--- src/rtl/irq_evt_pkg.sv ---
// package of the interrupt and event transfer system: sizes, register map,
// field positions, reset values, response counts and bus carriers.
// assumes a single 10 MHz clock and an APB master with 32-bit data.
package irq_evt_pkg;

  // ==========================================================================
  // sizes
  localparam int NODES = 64;
  localparam int NODE_W = 6;
  localparam int CHANS = 8;
  localparam int CHAN_W = 3;
  localparam int ERU_N = 4;
  localparam int SHARED_N = 16;
  localparam int SHARED_BASE = 56;
  localparam int ERU_NODE_BASE = 52;
  localparam int ADDR_W = 24;
  localparam int PRIO_W = 4;
  localparam int CNT_W = 8;

  // ==========================================================================
  // response times in cpu clocks
  localparam int RESP_FAST = 7;
  localparam int RESP_SLOW = 11;
  localparam int RESP_W = 4;

  // ==========================================================================
  // register byte offsets
  localparam logic [11:0] OFF_NODE = 12'h000;
  localparam logic [11:0] OFF_SRCSEL = 12'h100;
  localparam logic [11:0] OFF_CHCTL = 12'h120;
  localparam logic [11:0] OFF_CHSRC = 12'h140;
  localparam logic [11:0] OFF_CHDST = 12'h160;
  localparam logic [11:0] OFF_EDGE = 12'h180;
  localparam logic [11:0] OFF_ROUTE = 12'h184;
  localparam logic [11:0] OFF_PAT = 12'h190;
  localparam logic [11:0] OFF_STAT = 12'h1A0;

  // ==========================================================================
  // field positions
  localparam int NC_REQ = 0;
  localparam int NC_EN = 1;
  localparam int NC_PRIO = 2;
  localparam int NC_ETU = 6;
  localparam int NC_CHAN = 7;
  localparam int CC_CNT = 0;
  localparam int CC_WORD = 8;
  localparam int CC_INCS = 9;
  localparam int CC_INCD = 10;
  localparam int CC_CONT = 11;
  localparam int PT_PAT = 0;
  localparam int PT_MASK = 4;
  localparam int PT_MODE = 8;

  // ==========================================================================
  // reset values
  localparam logic [PRIO_W-1:0] PRIO_RST = 4'h0;
  localparam logic [11:0] CHCTL_RST = 12'h000;
  localparam logic [31:0] SRCSEL_RST = 32'h0000_0000;
  localparam logic [7:0] EDGE_RST = 8'h00;
  localparam logic [15:0] ROUTE_RST = 16'h0000;
  localparam logic [9:0] PAT_RST = 10'h300;

  // ==========================================================================
  // gating modes of an output gating unit
  typedef enum logic [1:0] {
    GATE_ALWAYS = 2'h0,
    GATE_MATCH = 2'h1,
    GATE_MISS = 2'h2,
    GATE_OFF = 2'h3
  } gate_mode_e;

  // apb request as driven by the master
  typedef struct packed {
    logic psel;
    logic penable;
    logic pwrite;
    logic [11:0] paddr;
    logic [31:0] pwdata;
  } apb_req_s;

  // one data move issued by the event transfer unit
  typedef struct packed {
    logic valid;
    logic word;
    logic [ADDR_W-1:0] src;
    logic [ADDR_W-1:0] dst;
  } move_s;

endpackage : irq_evt_pkg

--- src/rtl/ptr_mem.sv ---
// small pointer memory: two lanes per entry, lane write enables,
// registered read data.
// assumes one write and one read per cycle from the same clock domain.
`timescale 1ns/1ps
`default_nettype none
module ptr_mem #(
  parameter int HALF_W = 24,
  parameter int DEPTH = 8,
  parameter int AW = 3
) (
  // clock and reset
  input wire logic ref_clk,
  input wire logic nrst,
  // write port
  input wire logic [1:0] wr_en,
  input wire logic [AW-1:0] wr_addr,
  input wire logic [2*HALF_W-1:0] wr_data,
  // read port
  input wire logic rd_en,
  input wire logic [AW-1:0] rd_addr,
  output logic [2*HALF_W-1:0] rd_data
);

  // ==========================================================================
  // storage
  logic [2*HALF_W-1:0] mem [DEPTH];

  initial begin
    if (DEPTH < 2 || DEPTH > (1 << AW) || HALF_W < 1) begin
      $error("ptr_mem: unusable geometry");
    end
  end

  // lane writes; no reset so this can map onto a register file
  always_ff @(posedge ref_clk) begin
    if (wr_en[0]) begin
      mem[wr_addr][HALF_W-1:0] <= wr_data[HALF_W-1:0];
    end
    if (wr_en[1]) begin
      mem[wr_addr][2*HALF_W-1:HALF_W] <= wr_data[2*HALF_W-1:HALF_W];
    end
  end

  // read data held in a register until the next read
  always_ff @(posedge ref_clk or negedge nrst) begin
    if (!nrst) begin
      rd_data <= '0;
    end else if (rd_en) begin
      rd_data <= mem[rd_addr];
    end
  end

endmodule : ptr_mem
`default_nettype wire

--- src/rtl/irq_evt_system.sv ---
// interrupt nodes, priority arbiter, event transfer unit and external
// request router, with an apb register slave.
// assumes same-clock single-cycle request pulses from peripherals and a
// core that follows the suspend and branch outputs.
//
// Summary of operation
// RULE_01 - each node routes to interrupt or transfer
// RULE_02 - interrupt suspends program, branches to vector
// RULE_03 - transfer steals exactly one cpu cycle
// RULE_04 - move byte/word, then bump chosen pointers
// RULE_05 - per-channel counter decrements unless continuous
// RULE_06 - counter zero raises the node's interrupt
// RULE_07 - eight independent transfer channels
// RULE_08 - response takes 7 or 11 clocks
// RULE_09 - 64 nodes: flag, enable, priority
// RULE_10 - shared nodes pick source by select regs
// RULE_11 - router: four inputs, matrix, four gates
// RULE_12 - edge logic detects rising, falling or both
// RULE_13 - gate passes events on pattern match/miss
// RULE_14 - hardware trap served first like interrupt
// RULE_15 - highest enabled pending priority wins
`timescale 1ns/1ps
`default_nettype none
module irq_evt_system
  import irq_evt_pkg::*;
#(
  parameter logic [ADDR_W-1:0] VECT_BASE = 24'h000000, // arbitrary
  parameter logic [ADDR_W-1:0] TRAP_VECT = 24'h000100, // arbitrary
  parameter int VECT_SH = 2
) (
  // clock and reset
  input wire logic ref_clk,
  input wire logic nrst,
  // apb slave
  input wire apb_req_s apb_in,
  output logic [31:0] prdata,
  output logic pready,
  output logic pslverr,
  // request sources
  input wire logic [NODES-1:0] src_req,
  input wire logic [SHARED_N-1:0] shared_req,
  input wire logic trap_req,
  input wire logic [ERU_N-1:0] ext_pin,
  // core side
  input wire logic jump_cache,
  output logic cpu_suspend,
  output logic irq_branch,
  output logic [ADDR_W-1:0] irq_addr,
  output logic cpu_stall,
  output move_s mv_out,
  output logic [ERU_N-1:0] eru_trig
);

  // ==========================================================================
  // declarations
  typedef enum logic [4:0] {
    S_IDLE = 5'b00001,
    S_FETCH = 5'b00010,
    S_MOVE = 5'b00100,
    S_WAIT = 5'b01000,
    S_APB = 5'b10000
  } state_e;

  state_e state;
  logic [NODES-1:0] node_flag, node_en, node_etu, src_evt;
  logic [PRIO_W-1:0] node_prio [NODES];
  logic [CHAN_W-1:0] node_chan [NODES];
  logic [11:0] ch_ctl [CHANS];
  logic [31:0] src_sel;
  logic [7:0] edge_cfg;
  logic [15:0] route;
  logic [9:0] pat_cfg [ERU_N];
  logic trap_pend, svc_trap, svc_clear;
  logic [NODE_W-1:0] svc_node;
  logic [CHAN_W-1:0] svc_chan;
  logic [RESP_W-1:0] resp_cnt;
  logic win_found;
  logic [NODE_W-1:0] win_idx;
  logic [PRIO_W-1:0] win_prio;
  logic [ERU_N-1:0] eru_lvl, eru_evt, s1, s2, s3;
  logic apb_acc, apb_go, hit_node, hit_ctl, hit_src, hit_dst, hit_pat, mapped;
  logic [31:0] rd_val;
  logic mem_rd;
  logic [1:0] mem_we;
  logic [CHAN_W-1:0] mem_raddr, mem_waddr;
  logic [2*ADDR_W-1:0] mem_wdata, mem_q;
  logic [ADDR_W-1:0] next_src, next_dst, step;
  logic [CNT_W-1:0] cur_cnt, next_cnt;
  logic cur_cont;

  initial begin
    if (RESP_FAST < 2 || RESP_SLOW >= (1 << RESP_W) || VECT_SH > 8) begin
      $error("irq_evt_system: response counts or vector spacing unusable");
    end
  end

  // ==========================================================================
  // apb decode
  wire logic [11:0] pa = apb_in.paddr;
  assign apb_acc = apb_in.psel && apb_in.penable && !pready;
  assign hit_node = (pa[11:8] == OFF_NODE[11:8]);
  assign hit_ctl = ({pa[11:5], 5'h00} == OFF_CHCTL);
  assign hit_src = ({pa[11:5], 5'h00} == OFF_CHSRC);
  assign hit_dst = ({pa[11:5], 5'h00} == OFF_CHDST);
  assign hit_pat = ({pa[11:4], 4'h0} == OFF_PAT);
  assign mapped = hit_node || hit_ctl || hit_src || hit_dst || hit_pat
    || pa == OFF_SRCSEL || pa == OFF_EDGE || pa == OFF_ROUTE || pa == OFF_STAT;
  // bus only served while no service is starting; heavy request storms stall it
  assign apb_go = apb_acc && state == S_IDLE && !trap_pend && !win_found;
  wire logic apb_wr = apb_go && apb_in.pwrite && mapped;

  // read value of flop-held registers
  always_comb begin
    rd_val = 32'h0000_0000;
    if (hit_node) begin
      rd_val[NC_REQ] = node_flag[pa[7:2]];
      rd_val[NC_EN] = node_en[pa[7:2]];
      rd_val[NC_PRIO +: PRIO_W] = node_prio[pa[7:2]];
      rd_val[NC_ETU] = node_etu[pa[7:2]];
      rd_val[NC_CHAN +: CHAN_W] = node_chan[pa[7:2]];
    end else if (hit_ctl) begin
      rd_val[11:0] = ch_ctl[pa[4:2]];
    end else if (hit_pat) begin
      rd_val[9:0] = pat_cfg[pa[3:2]];
    end else if (pa == OFF_SRCSEL) begin
      rd_val = src_sel;
    end else if (pa == OFF_EDGE) begin
      rd_val[7:0] = edge_cfg;
    end else if (pa == OFF_ROUTE) begin
      rd_val[15:0] = route;
    end else if (pa == OFF_STAT) begin
      rd_val[12:0] = {trap_pend, state, svc_chan, svc_node[3:0]};
    end
  end

  // ==========================================================================
  // node request sources, shared selection and router outputs
  generate
    for (genvar n = 0; n < NODES; n++) begin : g_node
      if (n >= SHARED_BASE) begin : g_sh
        // shared node takes the source its select nibble names
        assign src_evt[n] = shared_req[src_sel[4*(n-SHARED_BASE) +: 4]]; // RULE_10
      end else if (n >= ERU_NODE_BASE && n < ERU_NODE_BASE + ERU_N) begin : g_eru
        assign src_evt[n] = src_req[n] || eru_trig[n-ERU_NODE_BASE];
      end else begin : g_ded
        assign src_evt[n] = src_req[n];
      end
      // request flag: a new request beats any clear in the same cycle
      always_ff @(posedge ref_clk or negedge nrst) begin
        if (!nrst) begin
          node_flag[n] <= 1'b0;
        end else if (src_evt[n] || (apb_wr && hit_node && pa[7:2] == n
                     && apb_in.pwdata[NC_REQ])) begin
          node_flag[n] <= 1'b1; // RULE_09
        end else if ((svc_clear && !svc_trap && svc_node == n)
                     || (apb_wr && hit_node && pa[7:2] == n)) begin
          node_flag[n] <= 1'b0;
        end
      end
    end
  endgenerate

  // ==========================================================================
  // arbiter: highest priority value, lowest index on ties
  always_comb begin
    win_found = 1'b0;
    win_idx = '0;
    win_prio = '0;
    for (int i = 0; i < NODES; i++) begin
      if (node_flag[i] && node_en[i] && (!win_found || node_prio[i] > win_prio)) begin
        win_found = 1'b1; // RULE_15
        win_idx = NODE_W'(i);
        win_prio = node_prio[i];
      end
    end
  end

  // ==========================================================================
  // pointer memory and transfer arithmetic
  assign mem_rd = (apb_go && !apb_in.pwrite && (hit_src || hit_dst))
    || (state == S_IDLE && !trap_pend && win_found && node_etu[win_idx]);
  assign mem_raddr = (state == S_IDLE && win_found) ? node_chan[win_idx] : pa[4:2];
  assign mem_waddr = (state == S_FETCH) ? svc_chan : pa[4:2];
  // a non-continuous channel entered with its count at zero moves nothing, so its pointers stay
  assign mem_we = (state == S_FETCH) ? {2{cur_cont || cur_cnt != '0}}
    : {apb_wr && hit_dst, apb_wr && hit_src};
  assign mem_wdata = (state == S_FETCH) ? {next_dst, next_src}
    : {apb_in.pwdata[ADDR_W-1:0], apb_in.pwdata[ADDR_W-1:0]};
  assign cur_cnt = ch_ctl[svc_chan][CC_CNT +: CNT_W];
  assign cur_cont = ch_ctl[svc_chan][CC_CONT];
  assign step = ch_ctl[svc_chan][CC_WORD] ? ADDR_W'(2) : ADDR_W'(1);
  // pointers advance by the moved size, only where enabled
  assign next_src = ch_ctl[svc_chan][CC_INCS] ? mem_q[ADDR_W-1:0] + step
    : mem_q[ADDR_W-1:0]; // RULE_04
  assign next_dst = ch_ctl[svc_chan][CC_INCD] ? mem_q[2*ADDR_W-1:ADDR_W] + step
    : mem_q[2*ADDR_W-1:ADDR_W]; // RULE_04
  assign next_cnt = cur_cont ? cur_cnt : cur_cnt - CNT_W'(1); // RULE_05

  ptr_mem #(
    .HALF_W(ADDR_W),
    .DEPTH(CHANS), // RULE_07
    .AW(CHAN_W)
  ) u_ptr_mem (
    .ref_clk(ref_clk),
    .nrst(nrst),
    .wr_en(mem_we),
    .wr_addr(mem_waddr),
    .wr_data(mem_wdata),
    .rd_en(mem_rd),
    .rd_addr(mem_raddr),
    .rd_data(mem_q)
  );

  // ==========================================================================
  // node and channel configuration; count and path change on transfer
  always_ff @(posedge ref_clk or negedge nrst) begin
    if (!nrst) begin
      node_en <= '0;
      node_etu <= '0;
      node_prio <= '{default: PRIO_RST};
      node_chan <= '{default: '0};
      ch_ctl <= '{default: CHCTL_RST};
    end else begin
      if (apb_wr && hit_node) begin
        node_en[pa[7:2]] <= apb_in.pwdata[NC_EN];
        node_prio[pa[7:2]] <= apb_in.pwdata[NC_PRIO +: PRIO_W];
        node_etu[pa[7:2]] <= apb_in.pwdata[NC_ETU]; // RULE_01
        node_chan[pa[7:2]] <= apb_in.pwdata[NC_CHAN +: CHAN_W];
      end
      if (apb_wr && hit_ctl) begin
        ch_ctl[pa[4:2]] <= apb_in.pwdata[11:0];
      end
      // a non-continuous count already at zero is left alone and only drops the path bit
      if (state == S_FETCH) begin
        if (cur_cont || cur_cnt != '0) begin
          ch_ctl[svc_chan][CC_CNT +: CNT_W] <= next_cnt; // RULE_05
        end
        if (!cur_cont && cur_cnt <= CNT_W'(1)) begin
          node_etu[svc_node] <= 1'b0; // RULE_06
        end
      end
    end
  end

  // ==========================================================================
  // service sequencer
  always_ff @(posedge ref_clk or negedge nrst) begin
    if (!nrst) begin
      state <= S_IDLE;
      svc_node <= '0;
      svc_chan <= '0;
      svc_trap <= 1'b0;
      resp_cnt <= '0;
    end else begin
      unique case (state)
        S_IDLE: begin
          if (trap_pend) begin
            state <= S_WAIT; // RULE_14
            svc_trap <= 1'b1;
            resp_cnt <= jump_cache ? RESP_W'(RESP_FAST - 1) : RESP_W'(RESP_SLOW - 1);
          end else if (win_found) begin
            svc_node <= win_idx;
            svc_chan <= node_chan[win_idx];
            svc_trap <= 1'b0;
            if (node_etu[win_idx]) begin
              state <= S_FETCH; // RULE_01
            end else begin
              state <= S_WAIT;
              resp_cnt <= jump_cache ? RESP_W'(RESP_FAST - 1)
                : RESP_W'(RESP_SLOW - 1); // RULE_08
            end
          end else if (apb_go && !apb_in.pwrite && (hit_src || hit_dst)) begin
            state <= S_APB;
          end
        end
        S_FETCH: state <= S_MOVE;
        S_MOVE: state <= S_IDLE;
        S_WAIT: begin
          resp_cnt <= resp_cnt - RESP_W'(1);
          if (resp_cnt == RESP_W'(1)) begin
            state <= S_IDLE;
          end
        end
        S_APB: state <= S_IDLE;
        default: state <= S_IDLE;
      endcase
    end
  end

  // a non-continuous count already at zero on entry is skipped and served as an interrupt
  wire logic zero_entry = state == S_FETCH && !cur_cont && cur_cnt == '0;
  assign svc_clear = (state == S_WAIT && resp_cnt == RESP_W'(1))
    || (state == S_FETCH && (cur_cont || next_cnt != '0) && !zero_entry);

  // ==========================================================================
  // core side outputs
  always_ff @(posedge ref_clk or negedge nrst) begin
    if (!nrst) begin
      cpu_suspend <= 1'b0;
      irq_branch <= 1'b0;
      irq_addr <= '0;
      cpu_stall <= 1'b0;
      mv_out <= '0;
      trap_pend <= 1'b0;
    end else begin
      cpu_suspend <= (state == S_IDLE && (trap_pend || (win_found && !node_etu[win_idx])))
        || (state == S_WAIT && resp_cnt != RESP_W'(1)); // RULE_02
      irq_branch <= state == S_WAIT && resp_cnt == RESP_W'(1);
      if (state == S_WAIT && resp_cnt == RESP_W'(1)) begin
        irq_addr <= svc_trap ? TRAP_VECT
          : VECT_BASE + (ADDR_W'(svc_node) << VECT_SH); // RULE_02
      end
      // one stolen cycle carries the move itself
      cpu_stall <= state == S_FETCH && !zero_entry; // RULE_03
      mv_out.valid <= state == S_FETCH && !zero_entry; // RULE_04
      if (state == S_FETCH) begin
        mv_out.word <= ch_ctl[svc_chan][CC_WORD];
        mv_out.src <= mem_q[ADDR_W-1:0];
        mv_out.dst <= mem_q[2*ADDR_W-1:ADDR_W];
      end
      // a new trap wins over the clear of the one being served
      if (trap_req) begin
        trap_pend <= 1'b1; // RULE_14
      end else if (svc_clear && svc_trap) begin
        trap_pend <= 1'b0;
      end
    end
  end

  // ==========================================================================
  // apb answer: one wait state for flop registers and pointer writes, two for pointer reads
  always_ff @(posedge ref_clk or negedge nrst) begin
    if (!nrst) begin
      pready <= 1'b0;
      pslverr <= 1'b0;
      prdata <= 32'h0000_0000;
    end else begin
      pready <= (apb_go && !(!apb_in.pwrite && (hit_src || hit_dst))) || state == S_APB;
      pslverr <= apb_go && !mapped;
      if (state == S_APB) begin
        prdata <= 32'(hit_dst ? mem_q[2*ADDR_W-1:ADDR_W] : mem_q[ADDR_W-1:0]);
      end else if (apb_go && !apb_in.pwrite) begin
        prdata <= rd_val;
      end
    end
  end

  // ==========================================================================
  // router configuration
  always_ff @(posedge ref_clk or negedge nrst) begin
    if (!nrst) begin
      src_sel <= SRCSEL_RST;
      edge_cfg <= EDGE_RST;
      route <= ROUTE_RST;
      pat_cfg <= '{default: PAT_RST};
    end else if (apb_wr) begin
      if (pa == OFF_SRCSEL) src_sel <= apb_in.pwdata;
      if (pa == OFF_EDGE) edge_cfg <= apb_in.pwdata[7:0];
      if (pa == OFF_ROUTE) route <= apb_in.pwdata[15:0];
      if (hit_pat) pat_cfg[pa[3:2]] <= apb_in.pwdata[9:0];
    end
  end

  // ==========================================================================
  // external request router: sync, edge detect, matrix and gating per lane
  generate
    for (genvar k = 0; k < ERU_N; k++) begin : g_eru_lane // RULE_11
      wire logic settled = s2[k] == s3[k];
      // level only moves once two stages agree
      assign eru_evt[k] = settled && s3[k] != eru_lvl[k]
        && ((s3[k] && edge_cfg[2*k]) || (!s3[k] && edge_cfg[2*k+1])); // RULE_12
      wire logic hit = |(route[4*k +: 4] & eru_evt);
      wire logic match = ((eru_lvl ^ pat_cfg[k][PT_PAT +: 4])
        & pat_cfg[k][PT_MASK +: 4]) == 4'h0;
      wire gate_mode_e mode = gate_mode_e'(pat_cfg[k][PT_MODE +: 2]);
      always_ff @(posedge ref_clk or negedge nrst) begin
        if (!nrst) begin
          s1[k] <= 1'b0;
          s2[k] <= 1'b0;
          s3[k] <= 1'b0;
          eru_lvl[k] <= 1'b0;
          eru_trig[k] <= 1'b0;
        end else begin
          s1[k] <= ext_pin[k];
          s2[k] <= s1[k];
          s3[k] <= s2[k];
          if (settled) eru_lvl[k] <= s3[k];
          eru_trig[k] <= hit && (mode == GATE_ALWAYS || (mode == GATE_MATCH && match)
            || (mode == GATE_MISS && !match)); // RULE_13
        end
      end
    end
  endgenerate

  logic prio_ok;
  always_comb begin
    prio_ok = 1'b1;
    for (int i = 0; i < NODES; i++) begin
      if (node_flag[i] && node_en[i] && node_prio[i] > win_prio) prio_ok = 1'b0;
    end
  end
endmodule : irq_evt_system
`default_nettype wire

--- config.mk ---
export PLATFORM = sky130hd
export DESIGN_NAME = irq_evt_system
export DESIGN_NICKNAME = d
export VERILOG_FILES = /design/src/rtl/irq_evt_pkg.sv /design/src/rtl/ptr_mem.sv /design/src/rtl/irq_evt_system.sv
export SDC_FILE = /design/constraint.sdc
export NUM_CORES = 2
export LEC_CHECK = 0
export BUFFER_PORTS_ARGS = -buffer_cell sky130_fd_sc_hd__buf_2
export CAP_MARGIN = 20
export CORE_MARGIN = 5
export CORE_UTILIZATION = 40
export CTS_CLUSTER_DIAMETER = 80
export CTS_CLUSTER_SIZE = 14
export DETAILED_ROUTE_END_ITERATION = 10
export PLACE_DENSITY = 0.64
export SLEW_MARGIN = 40
export SYNTH_ARGS = -nofsm -noshare
export SYNTH_HDL_FRONTEND = slang
export SYNTH_SLANG_ARGS = --single-unit
--- constraint.sdc ---
create_clock -name ref_clk -period 100.9 [get_ports ref_clk]
set_input_delay 15.135 -clock ref_clk [delete_from_list [all_inputs] [get_ports ref_clk]]
set_output_delay 15.135 -clock ref_clk [all_outputs]
set_load 0.05 [all_outputs]
==> run_results.csv <==
group,metric,value,unit
logic_synthesis,ys_warn_count,0,
floorplanning,core_area,204800,um^2
sta,hold_violations,0,
power_and_ir_drop,ir_drop,16.97,uV
worst_setup_path,start_kind,"flop",
run_status,status,"complete, no violations",
worst_setup_path,cp_max_fo,19,
worst_setup_path,cp.required,101.67,ns
floorplanning,ios,250,
logic_synthesis,yosysTopAreaCell,"dfrtp_1",
logic_synthesis,synth_area_per_cell,10.95,um^2
sta,slew_headroom,32.75,%
drt,drtPass1Iterations,8,
floorplanning,die_w,463.8,um
sta,hold_ws,0.3545,ns
layout,synthToLayoutAreaGrowth,15.43,%
run,drv_cap,0,
power_and_ir_drop,leakagePower,40.90,nW
placement,dp_hpwl,220600,um
floorplanning,die-area,215100,um^2
logic_synthesis,ys_types,132,
drt,num_vias,67930,
worst_hold_path,hold_path.class,"reg2reg",
clocking,cts_buffers,119,
worst_setup_path,crit_path_end_kind,"flop",
grt,antenna_found_initial,24,
logic_synthesis,synth_area_leaders,"dfrtp_1, edfxtp_1, mux2_2",
placement,gp_congestion,1.009,
drt,antenna_left,0,
worst_setup_path,crit_top_cell,"ha_1",
grt,grt_pass1_wl,447800,um
layout,finalNonFillerCells,10770,
layout,fin_nets,8328,
worst_setup_path,cp_top_family,"compound AO/OA/AOI/OAI gates",
floorplanning,die_y,463.8,um
floorplanning,num_rows,166,
logic_synthesis,synthFlopType,"dfrtp_1",
placement,dp_slack,-1.486,ns
drt,routed_wl,308600,um
floorplanning,start_util,40.23,%
logic_synthesis,synth-async-reset-ratio,72.51,%
sta,period_minus_slack,96.54,ns
grt,grt_pass1_vias,65760,
placement,placed_area,89450,um^2
placement,port_buffers,224,
sta,setup_viol,0,
clocking,clockRootBuffer,"clkbuf_16",
sta,drv_slew,0,
clocking,cts_tree,"done",
drt,vias_per_cell,6.307,
logic_synthesis,synth-edff-count,384,
logic_synthesis,yosysMostFrequentCell,"dfrtp_1",
clocking,clkLatencyLatePin,0.86,ns
logic_synthesis,ys_ff_latch,1397,
grt,grt_start_max_net_pins,131,
clocking,cts.clk_slew.worst_paths,0.07,ns
logic_synthesis,synth_common_cells,"dfrtp_1, nand2_1, mux2_2",
sta,fin_skew,0.1347,ns
grt,grt_usage,27.50,%
sta,fin_crit_sh,95.68,%
grt,overflow,0,
placement,placed_cells,10480,
logic_synthesis,netlist.area_leader.share,30.50,%
drt,drtIter0Drc,7356,
sta,fin_ws,4.361,ns
clocking,clock_sinks,1397,
sta,clock.fmax,0.01036,GHz
power_and_ir_drop,power.total,0.001114,W
worst_setup_path,critPathSlowestCell,"or4b_2",
logic_synthesis,syn-cell-area,82380,um^2
layout,fin_area,95100,um^2
worst_setup_path,slowest_delay,0.61,ns
logic_synthesis,netlist_instances,7522,
clocking,cts.path.max_buffers,3,
logic_synthesis,yosysSeqAreaShare,44.78,%
drt,wl_per_cell,28.65,um
clocking,htreeDepth,3,
worst_setup_path,critPathKind,"reg2reg",
worst_setup_path,cp_data_arrival_time,97.31,ns
power_and_ir_drop,p_per_area,11.71,nW/um^2
worst_setup_path,critPathBufInv,48,
layout,drive_gt1_share,29.42,%
drt,drc,0,
sta,tightest_slew,1.009,ns
-- cell usage in the layout (no fill, tap or decap), types with 37 or more instances in the layout --
cell type	count
and3_1	50
mux4_2	289
a21o_1	45
ha_1	192
o21ai_0	215
nor2_1	424
a31oi_1	131
inv_1	280
clkbuf_16	122
nand3_1	126
buf_4	549
a22o_1	41
o211ai_1	113
clkbuf_1	44
a21oi_1	413
o21a_1	37
mux2i_1	273
mux2_2	711
edfxtp_1	384
nand2_1	892
a32o_1	51
nor2b_1	60
nand2b_1	44
buf_2	212
a211oi_1	64
and2_1	69
dfrtp_1	1000
nor3_1	107
-- cell families (layout without fill, tap and decap cells) --
kind of cell | after synthesis | after routing | share of synthesized area [%]
and+or+nand+nor | 2021 | 2021 | 11.14
AOI/OAI and AO/OA | 1751 | 1752 | 15.05
DFF | 1397 | 1397 | 44.78
muxes | 1283 | 1283 | 21.07
buffers and inverters | 783 | 1307 | 3.934
adders and majority gates | 220 | 220 | 3.319
xor gates and xnor gates | 66 | 66 | 0.7017
other | 1 | 36 | 0.004552
-- flip-flops by register name, indices dropped and copies added (netlist names), 5 cells and up --
name / count
ch_ctl: 96
edge_cfg: 8
g_eru_lane.mode: 8
irq_addr: 7
mv_out: 50
node_chan: 192
node_en: 64
node_etu: 64
node_flag: 64
node_prio: 256
pat_cfg: 32
prdata: 32
route: 16
src_sel: 32
state: 5
svc_node: 6
u_ptr_mem.mem: 384
u_ptr_mem.rd_data: 48
-- worst paths after layout --
| path | startpoint | end | slack, ns | cells past startpoint |
|---|---|---|---|---|
| max | node_flag[0] | u_ptr_mem.rd_data[33] | 4.36 | 496 |
| min in group asynchronous | nrst | node_prio[125] | 14.20 | 1 |
| min | s1[3] | s2[3] | 0.35 | 0 |
| min reg2reg | s1[3] | s2[3] | 0.35 | 0 |
| max in group asynchronous | nrst | mv_out[3] | 83.86 | 5 |
| max reg2reg | node_flag[0] | u_ptr_mem.rd_data[33] | 4.36 | 496 |
-- through the flow --
stage                     TNS [ns]  util [%]
after floorplan                  0         -
final                            0     46.44
after global routing        -36.80     46.42
after CTS                        0     45.50
after global placement      -21.75     43.60
after detailed placement    -73.75     43.68
-- area by class of cell --
type | count | area (um^2)
fill | 18660 | 109700
multi-input combinational | 5359 | 43740
sequential | 1397 | 36900
timing repair buffer | 827 | 6364
tap | 2688 | 3363
clock buffer | 168 | 3212
inverter | 283 | 1067
clock inverter | 29 | 410.4
antenna | 19 | 47.55
-- routing by layer --
layer	vias up	global-route usage (%)	share of wire, %
li1	29160	-	-
met1	34580	36.27	40
met2	3397	42.66	45
met3	781	5.698	8.8
met4	16	14.74	6.3
met5	-	0	0.031
-- report_power, final --
part	total, W	leakage, nW	switching [W]	internal (W)
Combinational	0.0000732	22.4	0.0000520	0.0000212
Sequential	0.000586	16.8	0.00000257	0.000584
Clock	0.000454	1.73	0.000228	0.000226
Total	0.00111	40.9	0.000282	0.000831
-- what timing repair did --
| action | CTS | global route |
|---|---|---|
| setup endpoints to repair | 58 | 64 |
| setup buffers | 5 | 62 |
| pin swaps | 2 | 84 |
| resized for setup | 15 | 248 |
| hold buffers | 0 | 0 |
| cloned | 0 | 4 |
No activity file was read; power rests on OpenSTA's default activity.
